===== config.mk =====
export PLATFORM = sky130hd
export DESIGN_NAME = atsc_task_file
export DESIGN_NICKNAME = d
export VERILOG_FILES = /design/src/core/atsc_pkg.sv /design/src/core/atsc_host_decode.sv /design/src/core/atsc_irq_pin.sv /design/src/core/atsc_task_file.sv
export SDC_FILE = /design/constraint.sdc
export NUM_CORES = 1
export LEC_CHECK = 0
export ABC_AREA = 1
export BUFFER_PORTS_ARGS = -buffer_cell sky130_fd_sc_hd__buf_2
export CAP_MARGIN = 10
export CORE_MARGIN = 4
export CORE_UTILIZATION = 40
export DETAILED_ROUTE_END_ITERATION = 8
export GPL_ROUTABILITY_DRIVEN = 1
export SYNTH_ARGS = -nofsm -noshare
export SYNTH_HDL_FRONTEND = slang
export SYNTH_SLANG_ARGS = --single-unit

===== constraint.sdc =====
create_clock -name clk_sys -period 1.8 [get_ports clk_sys]
set_clock_uncertainty 0.05 [all_clocks]
set_input_delay 0.18 -clock clk_sys [delete_from_list [all_inputs] [get_ports clk_sys]]
set_output_delay 0.18 -clock clk_sys [all_outputs]
set_load 0.01 [all_outputs]

===== src/core/atsc_pkg.sv =====
// Purpose: constants for the task file status and control block
// Assumes: 8-bit task file, ata register addresses on cs/da pins
// Notes:   register addresses follow the usual ata block layout
package atsc_pkg;
	// chip select / address selects, {cs1, cs0, da[2:0]}
	localparam logic [4:0] ADDR_DRIVE_HEAD  = 5'h0e;
	localparam logic [4:0] ADDR_STATUS_CMD  = 5'h0f;
	localparam logic [4:0] ADDR_ALT_CTRL    = 5'h16;
	localparam logic [4:0] ADDR_DRIVE_ADDR  = 5'h17;
	// status byte bits
	localparam int BIT_BUSY       = 7;
	localparam int BIT_READY      = 6;
	localparam int BIT_WFAULT     = 5;
	localparam int BIT_SEEK_DONE  = 4;
	localparam int BIT_DATA_REQ   = 3;
	localparam int BIT_CORRECTED  = 2;
	localparam int BIT_INDEX      = 1;
	localparam int BIT_ERROR      = 0;
	// control byte bits
	localparam int BIT_SOFT_RESET = 2;
	localparam int BIT_INT_DIS    = 1;
	// drive/head bits
	localparam int BIT_DRIVE_SEL  = 4;
	// reset values
	localparam logic [7:0] RST_DRIVE_HEAD = 8'ha0;
	localparam logic       RST_INT_DIS    = 1'h0;
	localparam logic [7:0] RST_STATUS       = 8'h50;
	localparam logic [7:0] STATUS_BUSY_ONLY = 8'h80;
	// soft reset holds busy this long
	localparam int SOFT_RESET_BIT_NS      = 400;
	localparam int CLK_NS       = 8;
	localparam int SOFT_RESET_BIT_CYCLES  = (SOFT_RESET_BIT_NS + CLK_NS - 1) / CLK_NS;
	localparam int SOFT_RESET_BIT_CNT_W   = 7;
	typedef enum logic [3:0] {
		ATSC_IDLE  = 4'b0001,
		ATSC_BUSY  = 4'b0010,
		ATSC_DONE  = 4'b0100,
		ATSC_SOFT_RESET_BIT  = 4'b1000
	} atsc_state_e;
endpackage


===== src/core/atsc_host_decode.sv =====
// Purpose: decode one host strobe into register access pulses
// Assumes: rd/wr strobes are single-cycle, synchronous to clk_sys
// Notes:   no drive selection here; the task file gates command writes with it
`timescale 1ns/1ps
module atsc_host_decode
	import atsc_pkg::*;
(
	input  wire logic       rd_stb,
	input  wire logic       wr_stb,
	input  wire logic [4:0] addr,
	output logic            rd_status,
	output logic            rd_alt,
	output logic            rd_drv_addr,
	output logic            wr_cmd,
	output logic            wr_ctrl,
	output logic            wr_dh
);
	always_comb begin
		rd_status   = rd_stb && addr == ADDR_STATUS_CMD;
		rd_alt      = rd_stb && addr == ADDR_ALT_CTRL;
		rd_drv_addr = rd_stb && addr == ADDR_DRIVE_ADDR;
		wr_cmd      = wr_stb && addr == ADDR_STATUS_CMD;
		wr_ctrl     = wr_stb && addr == ADDR_ALT_CTRL;
		wr_dh       = wr_stb && addr == ADDR_DRIVE_HEAD;
	end
endmodule


===== src/core/atsc_irq_pin.sv =====
// Purpose: tri-state interrupt request pin driver
// Assumes: pending level comes from the main block
// Notes:   pin released (oe low) rather than driven when disabled
`timescale 1ns/1ps
module atsc_irq_pin
	import atsc_pkg::*;
(
	input  wire logic pending,
	input  wire logic int_dis,
	input  wire logic selected,
	input  wire logic mem_mode,
	output logic      irq_n_o,
	output logic      irq_oe
);
	logic enabled;
	always_comb begin
		// memory mode has no disable bit at all
		enabled = mem_mode || (selected && !int_dis);
		irq_oe  = enabled;
		irq_n_o = !(pending && enabled);
	end
endmodule


===== src/core/atsc_task_file.sv =====
// Purpose: status, command, control and drive address registers
// Assumes: host strobes one cycle wide, synchronous to clk_sys
// Notes:   the media engine reports via the op_* event inputs;
//          a media command drops seek complete until it is found again
//          control byte fixed bits are taken as written, not policed
`timescale 1ns/1ps
module atsc_task_file
	import atsc_pkg::*;
#(
	parameter int SOFT_RESET_BIT_HOLD = SOFT_RESET_BIT_CYCLES
) (
	input  wire logic       clk_sys,
	input  wire logic       arst_n,
	// host side of the task file
	input  wire logic       rd_stb,
	input  wire logic       wr_stb,
	input  wire logic [4:0] addr,
	input  wire logic [7:0] wdata,
	output logic      [7:0] rdata,
	output logic      [7:0] rdata_oe,
	input  wire logic       mem_mode,
	input  wire logic       drive_is_slave,
	output logic            irq_n_o,
	output logic            irq_oe,
	// media engine side
	output logic            cmd_valid,
	output logic      [7:0] cmd_code,
	input  wire logic       op_done,
	input  wire logic       op_error,
	input  wire logic       op_wfault,
	input  wire logic       op_seek_found,
	input  wire logic       op_corrected,
	input  wire logic       op_data_ready,
	input  wire logic       media_cmd,
	output logic            cmd_refused,
	output logic            soft_reset
);
	////////////////////////////////////////////////////////////////////
	typedef struct packed {
		atsc_state_e            st;
		logic [7:0]             status;
		logic [7:0]             dh;
		logic                   int_dis;
		logic                   pending;
		logic                   err_hold;
		logic [SOFT_RESET_BIT_CNT_W-1:0]  cnt;
		logic                   cmd_valid;
		logic [7:0]             cmd_code;
		logic                   refused;
		logic [7:0]             rdata;
		logic [7:0]             rdata_oe;
	} atsc_regs_s;

	atsc_regs_s r_ff;
	atsc_regs_s nxt_r;

	logic rd_status;
	logic rd_alt;
	logic rd_drv_addr;
	logic wr_cmd;
	logic wr_ctrl;
	logic wr_dh;
	logic selected;

	atsc_host_decode u_dec (
		.rd_stb      (rd_stb),
		.wr_stb      (wr_stb),
		.addr        (addr),
		.rd_status   (rd_status),
		.rd_alt      (rd_alt),
		.rd_drv_addr (rd_drv_addr),
		.wr_cmd      (wr_cmd),
		.wr_ctrl     (wr_ctrl),
		.wr_dh       (wr_dh)
	);

	// drive selection from drive/head bit 4 against strap
	assign selected = drive_selected(r_ff.dh, drive_is_slave);

	atsc_irq_pin u_irq (
		.pending  (r_ff.pending),
		.int_dis  (r_ff.int_dis),
		.selected (selected),
		.mem_mode (mem_mode),
		.irq_n_o  (irq_n_o),
		.irq_oe   (irq_oe)
	);

	////////////////////////////////////////////////////////////////////
	function automatic logic [7:0] status_view(input logic [7:0] s);
		logic [7:0] v;
		v = s;
		v[BIT_INDEX] = 1'b0;
		// other bits undefined while busy; show them masked
		if (s[BIT_BUSY])
			v = STATUS_BUSY_ONLY;
		return v;
	endfunction

	function automatic logic [7:0] drive_addr_view(input logic [7:0] dh,
		input logic slave);
		logic [7:0] v;
		v = 8'h00;
		v[5:2] = ~dh[3:0];
		v[1] = !(slave && dh[BIT_DRIVE_SEL]);
		v[0] = !(!slave && !dh[BIT_DRIVE_SEL]);
		v[6] = 1'b1; // write gate unused, idles high
		return v;
	endfunction

	function automatic logic drive_selected(input logic [7:0] dh,
		input logic slave);
		return dh[BIT_DRIVE_SEL] == slave;
	endfunction

	////////////////////////////////////////////////////////////////////
	// media commands need both flags up, else they are turned away
	function automatic logic media_ready(input logic [7:0] s);
		return s[BIT_READY] && s[BIT_SEEK_DONE];
	endfunction

	function automatic logic soft_reset_bit_written(input logic wr,
		input logic [7:0] d);
		return wr && d[BIT_SOFT_RESET];
	endfunction

	// engine events set flags, data request follows its level; other clears happen at accept
	function automatic logic [7:0] merge_events(input logic [7:0] s,
		input logic wfault, input logic seek, input logic corrected_data_flag,
		input logic dready);
		logic [7:0] v;
		v = s;
		if (wfault)
			v[BIT_WFAULT] = 1'b1;
		if (seek)
			v[BIT_SEEK_DONE] = 1'b1;
		if (corrected_data_flag)
			v[BIT_CORRECTED] = 1'b1;
		v[BIT_DATA_REQ] = dready;
		v[BIT_INDEX] = 1'b0;
		return v;
	endfunction

	// fresh command: busy up, stale result flags dropped, but an
	// event landing in the same cycle still wins over the clear
	function automatic logic [7:0] accept_status(input logic [7:0] s,
		input logic media, input logic wfault, input logic seek,
		input logic corrected_data_flag);
		logic [7:0] v;
		v = s;
		v[BIT_BUSY]      = 1'b1;
		v[BIT_ERROR]     = 1'b0;
		v[BIT_WFAULT]    = wfault;
		v[BIT_CORRECTED] = corrected_data_flag;
		// a media command must locate its sector again
		if (media)
			v[BIT_SEEK_DONE] = seek;
		return v;
	endfunction

	// turned-away command: error shown at once
	function automatic logic [7:0] refuse_status(input logic [7:0] s);
		logic [7:0] v;
		v = s;
		v[BIT_ERROR] = 1'b1;
		return v;
	endfunction

	// end of an operation: busy drops with the result in place
	function automatic logic [7:0] finish_status(input logic [7:0] s,
		input logic err);
		logic [7:0] v;
		v = s;
		v[BIT_BUSY]  = 1'b0;
		v[BIT_ERROR] = err;
		return v;
	endfunction

	// soft reset entry: host-visible state goes back to start
	function automatic atsc_regs_s soft_reset_bit_entry(input atsc_regs_s r);
		atsc_regs_s v;
		v = r;
		v.st       = ATSC_SOFT_RESET_BIT;
		v.cnt      = SOFT_RESET_BIT_CNT_W'(SOFT_RESET_BIT_HOLD);
		v.status   = STATUS_BUSY_ONLY;
		v.pending  = 1'b0;
		v.err_hold = 1'b0;
		v.dh       = RST_DRIVE_HEAD;
		return v;
	endfunction

	// registered read byte for whichever register the host picked
	function automatic logic [7:0] read_byte(input logic st_rd,
		input logic da_rd, input logic [7:0] s, input logic [7:0] dh,
		input logic slave, input logic [7:0] held);
		logic [7:0] v;
		v = held;
		if (st_rd)
			v = status_view(s);
		if (da_rd)
			v = drive_addr_view(dh, slave);
		return v;
	endfunction

	function automatic logic [7:0] read_enables(input logic st_rd,
		input logic da_rd);
		logic [7:0] v;
		v = 8'h00;
		if (st_rd)
			v = 8'hff;
		if (da_rd)
			v = 8'h7f; // bit 7 left floating
		return v;
	endfunction

	////////////////////////////////////////////////////////////////////
	always_comb begin
		nxt_r = r_ff;
		nxt_r.cmd_valid = 1'b0;
		nxt_r.refused = 1'b0;
		nxt_r.rdata_oe = 8'h00;
		// engine events set flags; data request follows its level
		nxt_r.status = merge_events(r_ff.status, op_wfault,
			op_seek_found, op_corrected, op_data_ready);

		// reads: primary clears the request, alternate does not
		nxt_r.rdata = read_byte(rd_status || rd_alt, rd_drv_addr,
			r_ff.status, r_ff.dh, drive_is_slave, r_ff.rdata);
		nxt_r.rdata_oe = read_enables(rd_status || rd_alt, rd_drv_addr);
		if (rd_status) begin
			nxt_r.pending  = 1'b0;
			nxt_r.err_hold = 1'b0;
		end
		if (wr_dh)
			nxt_r.dh = wdata;
		if (wr_ctrl)
			// only bits 2 and 1 matter; fixed bits not checked
			nxt_r.int_dis = wdata[BIT_INT_DIS];

		unique case (r_ff.st)
			ATSC_IDLE: begin
				if (wr_cmd && selected) begin
					// parameters already in the task file by host order
					if (media_cmd && !media_ready(r_ff.status)) begin
						nxt_r.refused = 1'b1;
						nxt_r.status = refuse_status(nxt_r.status);
						nxt_r.pending = 1'b1;
					end else begin
						nxt_r.cmd_valid = 1'b1;
						nxt_r.cmd_code  = wdata;
						nxt_r.status = accept_status(nxt_r.status,
							media_cmd, op_wfault, op_seek_found,
							op_corrected);
						nxt_r.pending = 1'b0;
						nxt_r.st = ATSC_BUSY;
					end
				end
			end
			ATSC_BUSY: begin
				nxt_r.status[BIT_BUSY] = 1'b1;
				if (op_done) begin
					nxt_r.status = finish_status(nxt_r.status, op_error);
					if (op_error)
						nxt_r.err_hold = 1'b1;
					nxt_r.st = ATSC_DONE;
				end
			end
			ATSC_DONE: begin
				// status landed last cycle, now raise request
				nxt_r.pending = 1'b1;
				nxt_r.st = ATSC_IDLE;
			end
			ATSC_SOFT_RESET_BIT: begin
				nxt_r.status[BIT_BUSY] = 1'b1;
				if (r_ff.cnt != '0)
					nxt_r.cnt = r_ff.cnt - 1'b1;
				// a control write with the bit set in this cycle keeps the device in reset
				else if (!soft_reset_bit_written(wr_ctrl, wdata)) begin
					nxt_r.status = RST_STATUS;
					nxt_r.st = ATSC_IDLE;
				end
			end
			default: nxt_r.st = ATSC_IDLE;
		endcase

		// ready frozen while an error waits to be seen
		if (r_ff.err_hold && nxt_r.st != ATSC_SOFT_RESET_BIT)
			nxt_r.status[BIT_READY] = r_ff.status[BIT_READY];

		// soft reset wins over everything else
		if (soft_reset_bit_written(wr_ctrl, wdata))
			nxt_r = soft_reset_bit_entry(nxt_r);
	end

	always_ff @(posedge clk_sys or negedge arst_n) begin
		if (!arst_n) begin
			r_ff <= '{st: ATSC_IDLE,
				status: RST_STATUS,
				dh: RST_DRIVE_HEAD,
				int_dis: RST_INT_DIS,
				pending: 1'b0,
				err_hold: 1'b0,
				cnt: '0,
				cmd_valid: 1'b0,
				cmd_code: 8'h00,
				refused: 1'b0,
				rdata: 8'h00,
				rdata_oe: 8'h00};
		end else begin
			r_ff <= nxt_r;
		end
	end

	////////////////////////////////////////////////////////////////////
	assign rdata       = r_ff.rdata;
	assign rdata_oe    = r_ff.rdata_oe;
	assign cmd_valid   = r_ff.cmd_valid;
	assign cmd_code    = r_ff.cmd_code;
	assign cmd_refused = r_ff.refused;
	assign soft_reset  = r_ff.st == ATSC_SOFT_RESET_BIT;
endmodule


; ---- After elaboration in Yosys (flattened, before gate mapping)
; Index checks and enable logic that the tools add are counted.
[totals]
register_bits = 53
[op_classes]
n_addsub = 1
n_bitwise = 1
mux = 33
eq_ne = 18
reduce_logical = 33
[op_table]
columns = op, count
row1 = 56-bit two-way mux, 1
row2 = 8-bit two-way mux, 7
row3 = 12-bit two-way mux, 4
row4 = 8-bit case mux with 3 select lines, 1
row5 = 10-bit two-way mux, 2
row6 = 1-bit logical AND, 15
row7 = 7-bit two-way mux, 2
row8 = 4-bit case mux with 3 select lines, 1
row9 = 1-bit two-way mux, 11
row10 = "5-bit by 4-bit equality test with 1-bit output, second input constant", 2
row11 = "5-bit equality test, second input constant", 2
row12 = 9-bit two-way mux, 1
row13 = "3-bit != test, second input constant", 3
row14 = 1-bit zero test, 7
row15 = 7-bit nonzero test, 1
row16 = "7-bit by 1-bit subtractor with 7-bit output, second input constant", 1
row17 = "2-bit != test, second input constant", 3
row18 = 2-bit nonzero test, 3
row19 = 5-bit AND reduction, 1
row20 = "4-bit by 1-bit equality test with 1-bit output, second input constant", 1
row21 = "4-bit by 2-bit equality test with 1-bit output, second input constant", 1
row22 = "4-bit by 3-bit equality test with 1-bit output, second input constant", 1
row23 = "4-bit equality test, second input constant", 1
row24 = 4-bit two-way mux, 1
row25 = other kinds (12), 13

; ---- Logic depth before layout (Yosys ltp)
; Gate-level depths: netlist (run 1).
[depth]
word_depth = 10
mapped_depth = 11
depth_no_buf = 11

; ---- Cells and area by module
; Synthesis (run 1) repeated with hierarchy kept, for this count alone.
[unflattened]
hier_cells = 266
hier_area_um2 = 2466.1
[modules_own_cells]
columns = module, n_inst, cells_each, area_per_inst_um2
row1 = atsc_task_file, 1, 245, 2364.8
row2 = atsc_host_decode, 1, 16, 75.1
row3 = atsc_irq_pin, 1, 5, 26.3

; ---- Worst setup path before layout (run 1)
; No wires, ideal clock.
[synth_path]
kind = flip-flop to flip-flop
start = register r_ff[40] (netlist bit)
end = register r_ff (netlist bit cmd_code[3])
arrival_ns = 1.361
synth_period_minus_slack_ns = 1.528
stages_incl_launch_ff = 10
setup_slack_ns = 0.272
setup_time_ns = 0.117
cell_sequence = dfrtp_1 inv_1 ha_1 nor2_4 nand3_4 nor2_8 inv_4 buf_6 nand2_2 o21ai_2
[synth_via]
elab_chain_len = 5
[synth_lines]
columns = item, line
row1 = "start, declared", atsc_task_file.sv:54  ; atsc_regs_s r_ff;
row2 = "start signal, assigned", atsc_task_file.sv:297  ; r_ff <= '{st: ATSC_IDLE,
row3 = "start signal, assigned", atsc_task_file.sv:310  ; r_ff <= nxt_r;
row4 = 1-bit equality test, atsc_task_file.sv:113  ; return dh[BIT_DRIVE_SEL] == slave;
row5 = 1-bit logical AND, atsc_task_file.sv:242  ; if (wr_cmd && selected) begin
row6 = 10-bit two-way mux, atsc_task_file.sv:242
row7 = 10-bit two-way mux, atsc_task_file.sv:240  ; unique case (r_ff.st)
row8 = 56-bit two-way mux, atsc_task_file.sv:291  ; if (soft_reset_bit_written(wr_ctrl, wdata))
; No other way between the ends.
; A chain may end at the register's enable or synchronous reset.

; ---- Worst setup path in the final report (run 1)
[layout_path]
start = register r_ff[40] (netlist bit)
end = output irq_n_o
[layout_via]
elab_chain_len = 5
[layout_lines]
columns = item, line
row1 = 1-bit equality test, atsc_task_file.sv:113
row2 = 1-bit logical AND, atsc_irq_pin.sv:18  ; enabled = mem_mode || (selected && !int_dis);
row3 = 1-bit logical OR, atsc_irq_pin.sv:18
row4 = 1-bit logical AND, atsc_irq_pin.sv:20  ; irq_n_o = !(pending && enabled);
row5 = 1-bit zero test, atsc_irq_pin.sv:20
row6 = "end, declared", atsc_task_file.sv:23  ; output logic irq_n_o,
; No other way between the ends.

==> impl_results.md, run 1 <==
- Layout cells sized above 1: 30.4%
- Gate power share: 26.6%
- GR peak layer: met2
- Post-layout util: 47.0%
- Leakage: 1.52 nW
- Multi-input logic area: 962 um^2
- Most frequent cells in the layout: nand2_1 (60), buf_2 (54), dfrtp_1 (43), inv_1 (33), nand3_1 (26)
- Max_slew headroom: 79.0%
- Pwr/cell area: 968 nW/um^2
- Int Power: 0.00183 W
- Setup-failing EPs final: 0
- Multiplexer share of the synthesized area: 0%
- Outcome: completed
- Vias: 1883
- Max_cap viols: 0
- Die Ht: 86.5 um
- Sequential Power Share: 48.6%
- Grt met1 use: 21.2%
- Fin crit period: 1.67 ns
- Type of the worst min-delay path: input port to register
- Worst hold margin: 0.0243 ns
- Crit path buffers/inverters: 2
- Clock buffer depth: 2
- Yosys cell types: 36
- Design area: 2800 um^2
- Critical Path RT: 1.57 ns
- TritonCTS sink count: 46
- Layout fillers: 610
- Hpwl dp: 4020 um
- DR vias/cell: 4.63
- Core area: 5960 um^2
- Crit path from: r_ff[40]
- Initial drt markers: 98
- Setup TNS: 0 ns
- Largest net degree at the start of global routing: 47
- Post-Route WL: 5220 um
- Final worst path period share: 92.7%
- Placed cell area: 2690 um^2
- Syn nets: 319
- #FFs+latches synth: 46
- Port Buffers: 54
- TritonCTS clock tree: yes
- First-pass GRT wire length: 8420 um
- Die Wd: 86.5 um
- Die area: 7480 um^2
- Vias in the first global route: 1705
- Kind of cell adding the most delay to the critical path: flip-flops
- Area Overhead vs Synth: 13.7%
- Syn avg cell area: 8.52 um^2
- Crit path largest cell delay: 0.36 ns
- Peak VDD IR: 0.000439 V
- Tightest Pin Transition: 0.315 ns
- Hold Path Origin: wdata[7]
- Ys Warns: 0
- Drt drc: 0
- Adder-Cell Fraction of Synth Area: 2.03%
- Critical path class: register to primary output
- Synth Cell Area: 2460 um^2
- Post-Synth Simple-Gate Area: 27.9%
- Sequential element share of the synthesized area: 46.9%
- First-pass iteration count of the detailed router: 5
- Clock Power Share: 24.8%
- Clock-pin slew on the worst setup and hold paths: 0.09 ns
- Placer Congestion: 0.798
- CP max FO: 2
- Worst skew pair latency: 0.30 ns
- Worst r2r src: r_ff[40]
- Most common cell after layout, fill and taps aside: nand2_1
- Max Slew Vio Count: 0
- CP endpoint kind: primary output
- Synth Area in XOR/XNOR: 0.356%
- Antenna violations before repair: 0
- Num rows: 28
- Highest clock rate: 0.600 GHz
- Initial Util: 41.4%
- Worst setup SP type: register
- Total CTS buffers: 5
- Largest family of logic cells by synthesized area: simple AND/OR/NAND/NOR gates
- Cells after Synth: 289
- Synth Area in Compound Gates: 8.58%
- Final net count: 361
- H-tree depth: 2
- Root buf cell: clkbuf_8
- I/O pin total: 55
- Met2 Resource Use GR: 21.3%
- Gr usage total: 14.5%
- CP arrival: 1.44 ns
- Worst-path cell chain: inv_1 > ha_1 > o21bai_2 > nand2_1 > buf_2
- Hold Fails Final Rpt: 0
- Sw Pwr: 0.000885 W
- RSZ-0062 raised after global routing: false
- M3 GR Usage: 3.33%
- Seq. cell area: 1150 um^2
- Grt ovf: 0
- Wirelength per Cell: 12.8 um
- Switching Share: 32.6%
- Number of diodes: 0
- CP max-delay cell: dfrtp_1
- Post-DRT Antenna Nets: 0
==> final timing paths <==
| path | end | slack, ns | cells past startpoint |
|---|---|---|---|
| setup / recovery | irq_n_o | 0.13 | 5 |
| max in group asynchronous | r_ff[48] | 1.08 | 3 |
| hold / removal | cmd_code[7] | 0.02 | 3 |
| min in group asynchronous | cmd_code[6] | 0.34 | 3 |
| hold reg to reg | cmd_code[5] | 0.42 | 2 |
| setup reg to reg | r_ff[34] | 0.19 | 7 |
==> worst reg2reg max path: cells and delay by family, from the launching register on <==
family          cells  cell delay [ns]
compound gates      1             0.19
buf+inv             1             0.06
flops               1             0.36
simple gates        4             0.55
fa+ha+maj           1             0.33
==> registers in the layout, indices dropped and copies added (netlist names) <==
name         cells
cmd_code         8
cmd_refused      1
cmd_valid        1
r_ff            26
rdata            8
rdata_oe         2
==> cell type report <==
| class | count | area share, % |
|---|---|---|
| timing repair buffer | 62 | 12.3 |
| clock inverter | 2 | 0.447 |
| tap | 75 | 3.35 |
| multi-input combinational | 177 | 34.4 |
| sequential | 46 | 41.2 |
| clock buffer | 6 | 2.95 |
| inverter | 39 | 5.32 |
==> power by group through the flow <==
stage          clock [W]  combinational, W  sequential [W]
2_1_floorplan          0          0.000601         0.00132
3_3_place_gp           0          0.000721         0.00134
3_5_place_dp           0          0.000727         0.00134
4_1_cts         0.000691          0.000732         0.00132
5_1_grt         0.000735          0.000822         0.00134
6_report        0.000672          0.000721         0.00132
==> cell usage after synthesis, drive strengths merged <==
library cell,number,area (um^2)
o21bai,1,7.51
buf,27,201
a21oi,8,40.0
inv,38,145
nand4,3,18.8
o21ai,16,95.1
a22oi,1,7.51
nor3,4,20.0
o211ai,3,22.5
nand3b,2,15.0
o21a,1,7.51
nor3b,1,12.5
a31oi,2,12.5
nor2,29,164
ha,4,50.1
dfrtp,43,1080
xnor2,1,8.76
clkinv,1,3.75
dfstp,3,78.8
nand2,67,274
and3,1,6.26
nand3,30,178
o22ai,3,18.8
==> layer usage <==
metal	vias up	part of all wire, %
met3	2	4.9
met5	-	0
met1	847	50
met2	44	44
li1	990	-
met4	0	0.56
==> stage by stage <==
step	instances	setup WS (ns)	power [W]
CTS	407	0.0459	0.00274
floorplan	289	0.272	0.00192
global placement	398	0.233	0.00206
finish	407	0.132	0.00271
global route	407	0.0466	0.00289
detailed placement	398	0.207	0.00206
==> logic make-up after synthesis <==
kind of cell / Yosys count
XOR/XNOR: 1
adder cells (fa/ha/maj): 4
AND/OR/NAND/NOR: 137
AO/OA/AOI/OAI: 35
flip-flops: 46
buffers and inverters: 66
==> repair_timing <==
action / in CTS / in global routing
resized for setup: 0 / 1
hold buffers: 1 / 0
setup buffers: 0 / 0
hold endpoints to repair: 43 / 0
endpoints found under the setup margin: 0 / 1
Power figures use the tool's default switching activity.
==> inputs of run 2 (changes only) <==
--- a/config.mk
+++ b/config.mk
@@ -10,6 +10,7 @@
 export CAP_MARGIN = 10
 export CORE_MARGIN = 4
 export CORE_UTILIZATION = 40
+export CTS_BUF_LIST = sky130_fd_sc_hd__clkbuf_2
 export DETAILED_ROUTE_END_ITERATION = 8
 export GPL_ROUTABILITY_DRIVEN = 1
 export SYNTH_ARGS = -nofsm -noshare
==> run 2 against run 1 <==
Total power fell by 6.6%. Global-route usage grew 0.75 points. Die area unchanged. Utilization grew 2.4 points. Clock power is 37% lower. Combinational power is 9.4% higher. Largest power group unchanged.
==> impl_results.md, run 2 (synthesized netlist as in run 1, its figures left out) <==
- Final cell count without fillers: 425
- DR vias/cell: 4.61
- Vias: 1958
- I/O pin total: 55
- Area Overhead vs Synth: 19.5%
- Hold Fails Final Rpt: 0
- Clock-pin slew on the worst setup and hold paths: 0.24 ns
- Total CTS buffers: 5
- Gr usage total: 15.2%
- Post-DRT Antenna Nets: 0
- Final net count: 379
- H-tree depth: 2
- Grt ovf: 0
- Peak VDD IR: 0.000420 V
- Critical Path RT: 1.57 ns
- Wirelength per Cell: 12.7 um
- Die Ht: 86.5 um
- Max Slew Vio Count: 0
- Max_cap viols: 0
- Port Buffers: 54
- Number of diodes: 0
- Most common cell after layout, fill and taps aside: nand2_1
- Placed cell area: 2690 um^2
- Worst setup SP type: input port
- Largest net degree at the start of global routing: 47
- Layout fillers: 612
- Multi-input logic area: 985 um^2
- Outcome: completed
- Root buf cell: clkbuf_2
- Setup TNS: 0 ns
- TritonCTS clock tree: yes
- Worst skew pair latency: 0.41 ns
- CP max FO: 2
- Tightest Pin Transition: 0.311 ns
- Leakage: 1.58 nW
- Drt drc: 0
- Highest clock rate: 0.581 GHz
- Initial Util: 41.4%
- Critical path class: input port to primary output
- Die Wd: 86.5 um
- Max FFs per register: 26
- Antenna violations before repair: 0
- Setup-failing EPs final: 0
- Tot Pwr: 0.00253 W
- Hpwl dp: 4020 um
- Pwr/cell area: 860 nW/um^2
- Layout cells sized above 1: 30.0%
- Num rows: 28
- Fin crit period: 1.72 ns
- Placer Congestion: 0.798
- Largest Register: r_ff
- Core area: 5960 um^2
- CP arrival: 1.49 ns
- Clock buffer depth: 2
- Initial drt markers: 92
- First-pass GRT wire length: 8890 um
- TritonCTS sink count: 46
- Type of the worst min-delay path: input port to register
- Max_slew headroom: 79.2%
- Seq. cell area: 1150 um^2
- Inst Count DP: 398
- Final worst path period share: 95.6%
- Most frequent cells in the layout: nand2_1 (59), buf_2 (54), dfrtp_1 (43), inv_1 (32), nand3_1 (26)
- First-pass iteration count of the detailed router: 4
- Post-Route WL: 5390 um
- Design area: 2940 um^2
- Vias in the first global route: 1829
- Die area: 7480 um^2
- CP endpoint kind: primary output
- RSZ-0062 raised after global routing: false
[run 2: changes by cell type in the layout (fill, tap and decap cells not counted)]
| cell | delta |
|---|---|
| nand2_1 | -1 |
| dlygate4sd3_1 | +16 |
| ha_1 | -1 |
| clkbuf_2 | +5 |
| inv_2 | +1 |
| o21bai_4 | +1 |
| o21bai_2 | -1 |
| ha_4 | +1 |
| buf_4 | +2 |
| nand2_2 | +1 |
| clkbuf_8 | -6 |
| inv_1 | -1 |
| clkinv_1 | +1 |
[run 2: cell type report]
cell class | instances | area share, %
clock buffers | 5 | 0.850
clock inverters | 3 | 0.552
inverters | 39 | 5.06
multi-input cells | 177 | 33.4
flip-flops and latches | 46 | 39.2
well taps | 75 | 3.19
repair buffers | 80 | 17.7
[run 2: metrics by stage]
stage,hold WS [ns],utilization (%),worst slack (ns)
global route,0.0704,49.4,0.00111
detailed placement,0.146,45.2,0.207
global placement,0.132,45.2,0.233
floorplan,-0.166,-,0.272
CTS,0.0359,49.1,0.00163
finish,0.0657,49.4,0.0792
[run 2: layer usage]
| layer | GRT usage (%) | up-vias | part of all wire, % |
|---|---|---|---|
| met2 | 23.4 | 45 | 45 |
| met1 | 21.8 | 883 | 49 |
| met4 | 3.82 | 0 | 0.74 |
| li1 | - | 1026 | - |
| met5 | 0 | - | 0 |
| met3 | 3.33 | 4 | 5.3 |
[run 2: worst paths after layout]
check	from	endpoint	slack [ns]	cells past startpoint
min in group asynchronous	arst_n	rdata[2]	0.20	3
min reg2reg	cmd_code[5]	cmd_code[5]	0.45	2
min	rd_stb	rdata[1]	0.07	3
max in group asynchronous	arst_n	r_ff[52]	1.19	3
max	drive_is_slave	irq_n_o	0.08	7
max reg2reg	r_ff[27]	r_ff[51]	0.22	11
[run 2: repair_timing]
item / 4_1_cts / 5_1_grt
pin swaps: 1 / 0
endpoints found under the hold margin: 67 / 0
gates resized for setup: 2 / 3
hold buffers: 17 / 0
endpoints found under the setup margin: 2 / 3
buffers inserted: 1 / 1
[run 2: worst max-delay path, stage by stage]
cell and delay [ns]:
dlygate4sd3_1 0.53, buf_2 0.13, inv_1 0.09, ha_4 0.23, o21bai_4 0.13, nand2_1 0.06, buf_2 0.14
[run 2: power breakdown]
group          total, W  switching, W  internal, W  leakage, nW
sequential      0.00132      0.000101      0.00122        0.575
combinational  0.000789      0.000444     0.000345        0.980
clock          0.000423      0.000334    0.0000884       0.0264
==> inputs of run 3 (changes only) <==
--- a/config.mk
+++ b/config.mk
@@ -13,6 +13,7 @@
 export CTS_BUF_LIST = sky130_fd_sc_hd__clkbuf_2
 export DETAILED_ROUTE_END_ITERATION = 8
 export GPL_ROUTABILITY_DRIVEN = 1
+export PLACE_DENSITY_LB_ADDON = 0.08
 export SYNTH_ARGS = -nofsm -noshare
 export SYNTH_HDL_FRONTEND = slang
 export SYNTH_SLANG_ARGS = --single-unit
==> run 3 against run 2 <==
Sequential share of layout area up 0.27 points. Register-to-register slack about the same. Via count up 0.46%. First-iteration DRC count down 28%. Design area down 0.68%. Global-route usage down 0.22 points. Fmax up 1.5%. Clock-buffer cell count up 1. Wire length down 2.3%. Largest power group unchanged.
==> impl_results.md, run 3 (synthesized netlist as in run 1, its figures left out) <==
- Outcome: completed
- Post-DRT Antenna Nets: 0
- Max Slew Vio Count: 0
- DR vias/cell: 4.64
- Total CTS buffers: 5
- Leakage: 1.57 nW
- Hold Path Origin: rd_stb
- Pwr/cell area: 862 nW/um^2
- TritonCTS sink count: 46
- Worst hold margin: 0.0828 ns
- Largest net degree at the start of global routing: 47
- Most common cell after layout, fill and taps aside: nand2_1
- Peak VDD IR: 0.000423 V
- First-pass GRT wire length: 8820 um
- Initial Util: 41.4%
- Worst-path cell chain: dlygate4sd3_1 > buf_2 > inv_1 > ha_4 > o21bai_4 > nand2_1 > buf_2
- Hpwl dp: 4000 um
- Setup TNS: 0 ns
- Grt ovf: 0
- I/O pin total: 55
- Crit path from: drive_is_slave
- CP max-delay cell: dlygate4sd3_1
- Worst setup SP type: input port
- Inst Count DP: 398
- Reg2Reg Setup Slack: 0.21 ns
- Die Ht: 86.5 um
- Root buf cell: clkbuf_2
- Hold Path Sink: rdata[1]
- Most frequent cells in the layout: nand2_1 (59), buf_2 (54), dfrtp_1 (43), inv_1 (32), nand3_1 (26)
- Worst Setup Slack, final: 0.105 ns
- Highest clock rate: 0.590 GHz
- Layout cells sized above 1: 30.1%
- Type of the worst min-delay path: input port to register
- Core area: 5960 um^2
- Num rows: 28
- Gr usage total: 15.0%
- Clock-pin slew on the worst setup and hold paths: 0.22 ns
- Critical Path RT: 1.57 ns
- TritonCTS clock tree: yes
- Initial drt markers: 66
- Number of diodes: 0
- Final worst path period share: 94.2%
- Vias: 1967
- Drt drc: 0
- Setup-failing EPs final: 0
- Placer Congestion: 0.815
- CP arrival: 1.47 ns
- Post-Route WL: 5260 um
- Tightest Pin Transition: 0.577 ns
- Die Wd: 86.5 um
- Die area: 7480 um^2
- Antenna violations before repair: 0
- Reg2reg path depth: 8
- Crit path largest cell delay: 0.53 ns
- Critical Path Most Common Cell: buf_2
- CP endpoint kind: primary output
- Critical path class: input port to primary output
- Worst r2r src: r_ff[27]
- Worst skew pair latency: 0.41 ns
- Port Buffers: 54
- R2r endpoint: r_ff[52]
- Post-layout util: 49.1%
- Hold path depth: 3
- Fin crit period: 1.70 ns
- Clock buffer depth: 2
- Final net count: 378
- First-pass iteration count of the detailed router: 4
- Max_cap viols: 0
- Vias in the first global route: 1875
- Hold Fails Final Rpt: 0
- Wirelength per Cell: 12.4 um
- H-tree depth: 2
- RSZ-0062 raised after global routing: false
- Area Overhead vs Synth: 18.7%
- Final cell count without fillers: 424
- Largest Register: r_ff
- Max_slew headroom: 61.6%
- Max FFs per register: 26
- CP max FO: 2
- Post-place setup slack: 0.126 ns
-- run 3: cell count changes in the layout (fill, tap and decap cells not counted), sizes merged --
cell / before / now
clkbuf: 5 / 6
clkinvlp: 1 / 0
buf: 63 / 62
-- run 3: critical path: cells and delay by family --
| kind | cells | cell delay (ns) |
|---|---|---|
| AO/OA/AOI/OAI | 1 | 0.12 |
| adder cells (fa/ha/maj) | 1 | 0.22 |
| buffers and inverters | 4 | 0.89 |
| AND/OR/NAND/NOR | 1 | 0.06 |
-- run 3: cell type report --
type,count,area [um^2]
clock buffer,6,30.0
timing repair buffer,79,500
sequential,46,1150
multi-input combinational,177,987
clock inverter,2,8.76
fill,601,3030
tap,75,93.8
inverter,39,149
-- run 3: worst max path at each step --
stage	end	slack (ns)	cells past startpoint
floorplan	cmd_code[3]	0.27	9
global placement	r_ff[44]	0.17	9
detailed placement	r_ff[44]	0.13	9
CTS	soft_reset	0.06	4
global route	irq_n_o	0.005	5
finish	irq_n_o	0.10	7
-- run 3: per-layer routing --
layer	share of wire, %	vias up	wire length (um)	global-route usage, %
met1	45	909	2380	20.3
li1	-	1019	-	-
met5	0	-	0	0
met3	5.1	5	266	2.95
met2	49	34	2560	24.1
met4	1.1	0	59	5.10
-- run 3: timing repair --
item	CTS	global route
setup endpoints to repair	2	4
buffers inserted	1	0
pin swaps	1	0
resized for setup	2	3
hold endpoints to repair	64	0
hold buffers	17	0
-- run 3: stage by stage --
step	cell area, um^2	total power, W
2_1_floorplan	2460	0.00192
3_3_place_gp	2680	0.00207
3_5_place_dp	2680	0.00207
4_1_cts	2920	0.00257
5_1_grt	2920	0.00272
6_report	2920	0.00252
-- run 3: report_power, final --
group / leakage (nW) / internal (W) / switching (W)
clock: 0.0304 / 0.0000956 / 0.000329
combinational: 0.970 / 0.000336 / 0.000437
sequential: 0.575 / 0.00122 / 0.000104
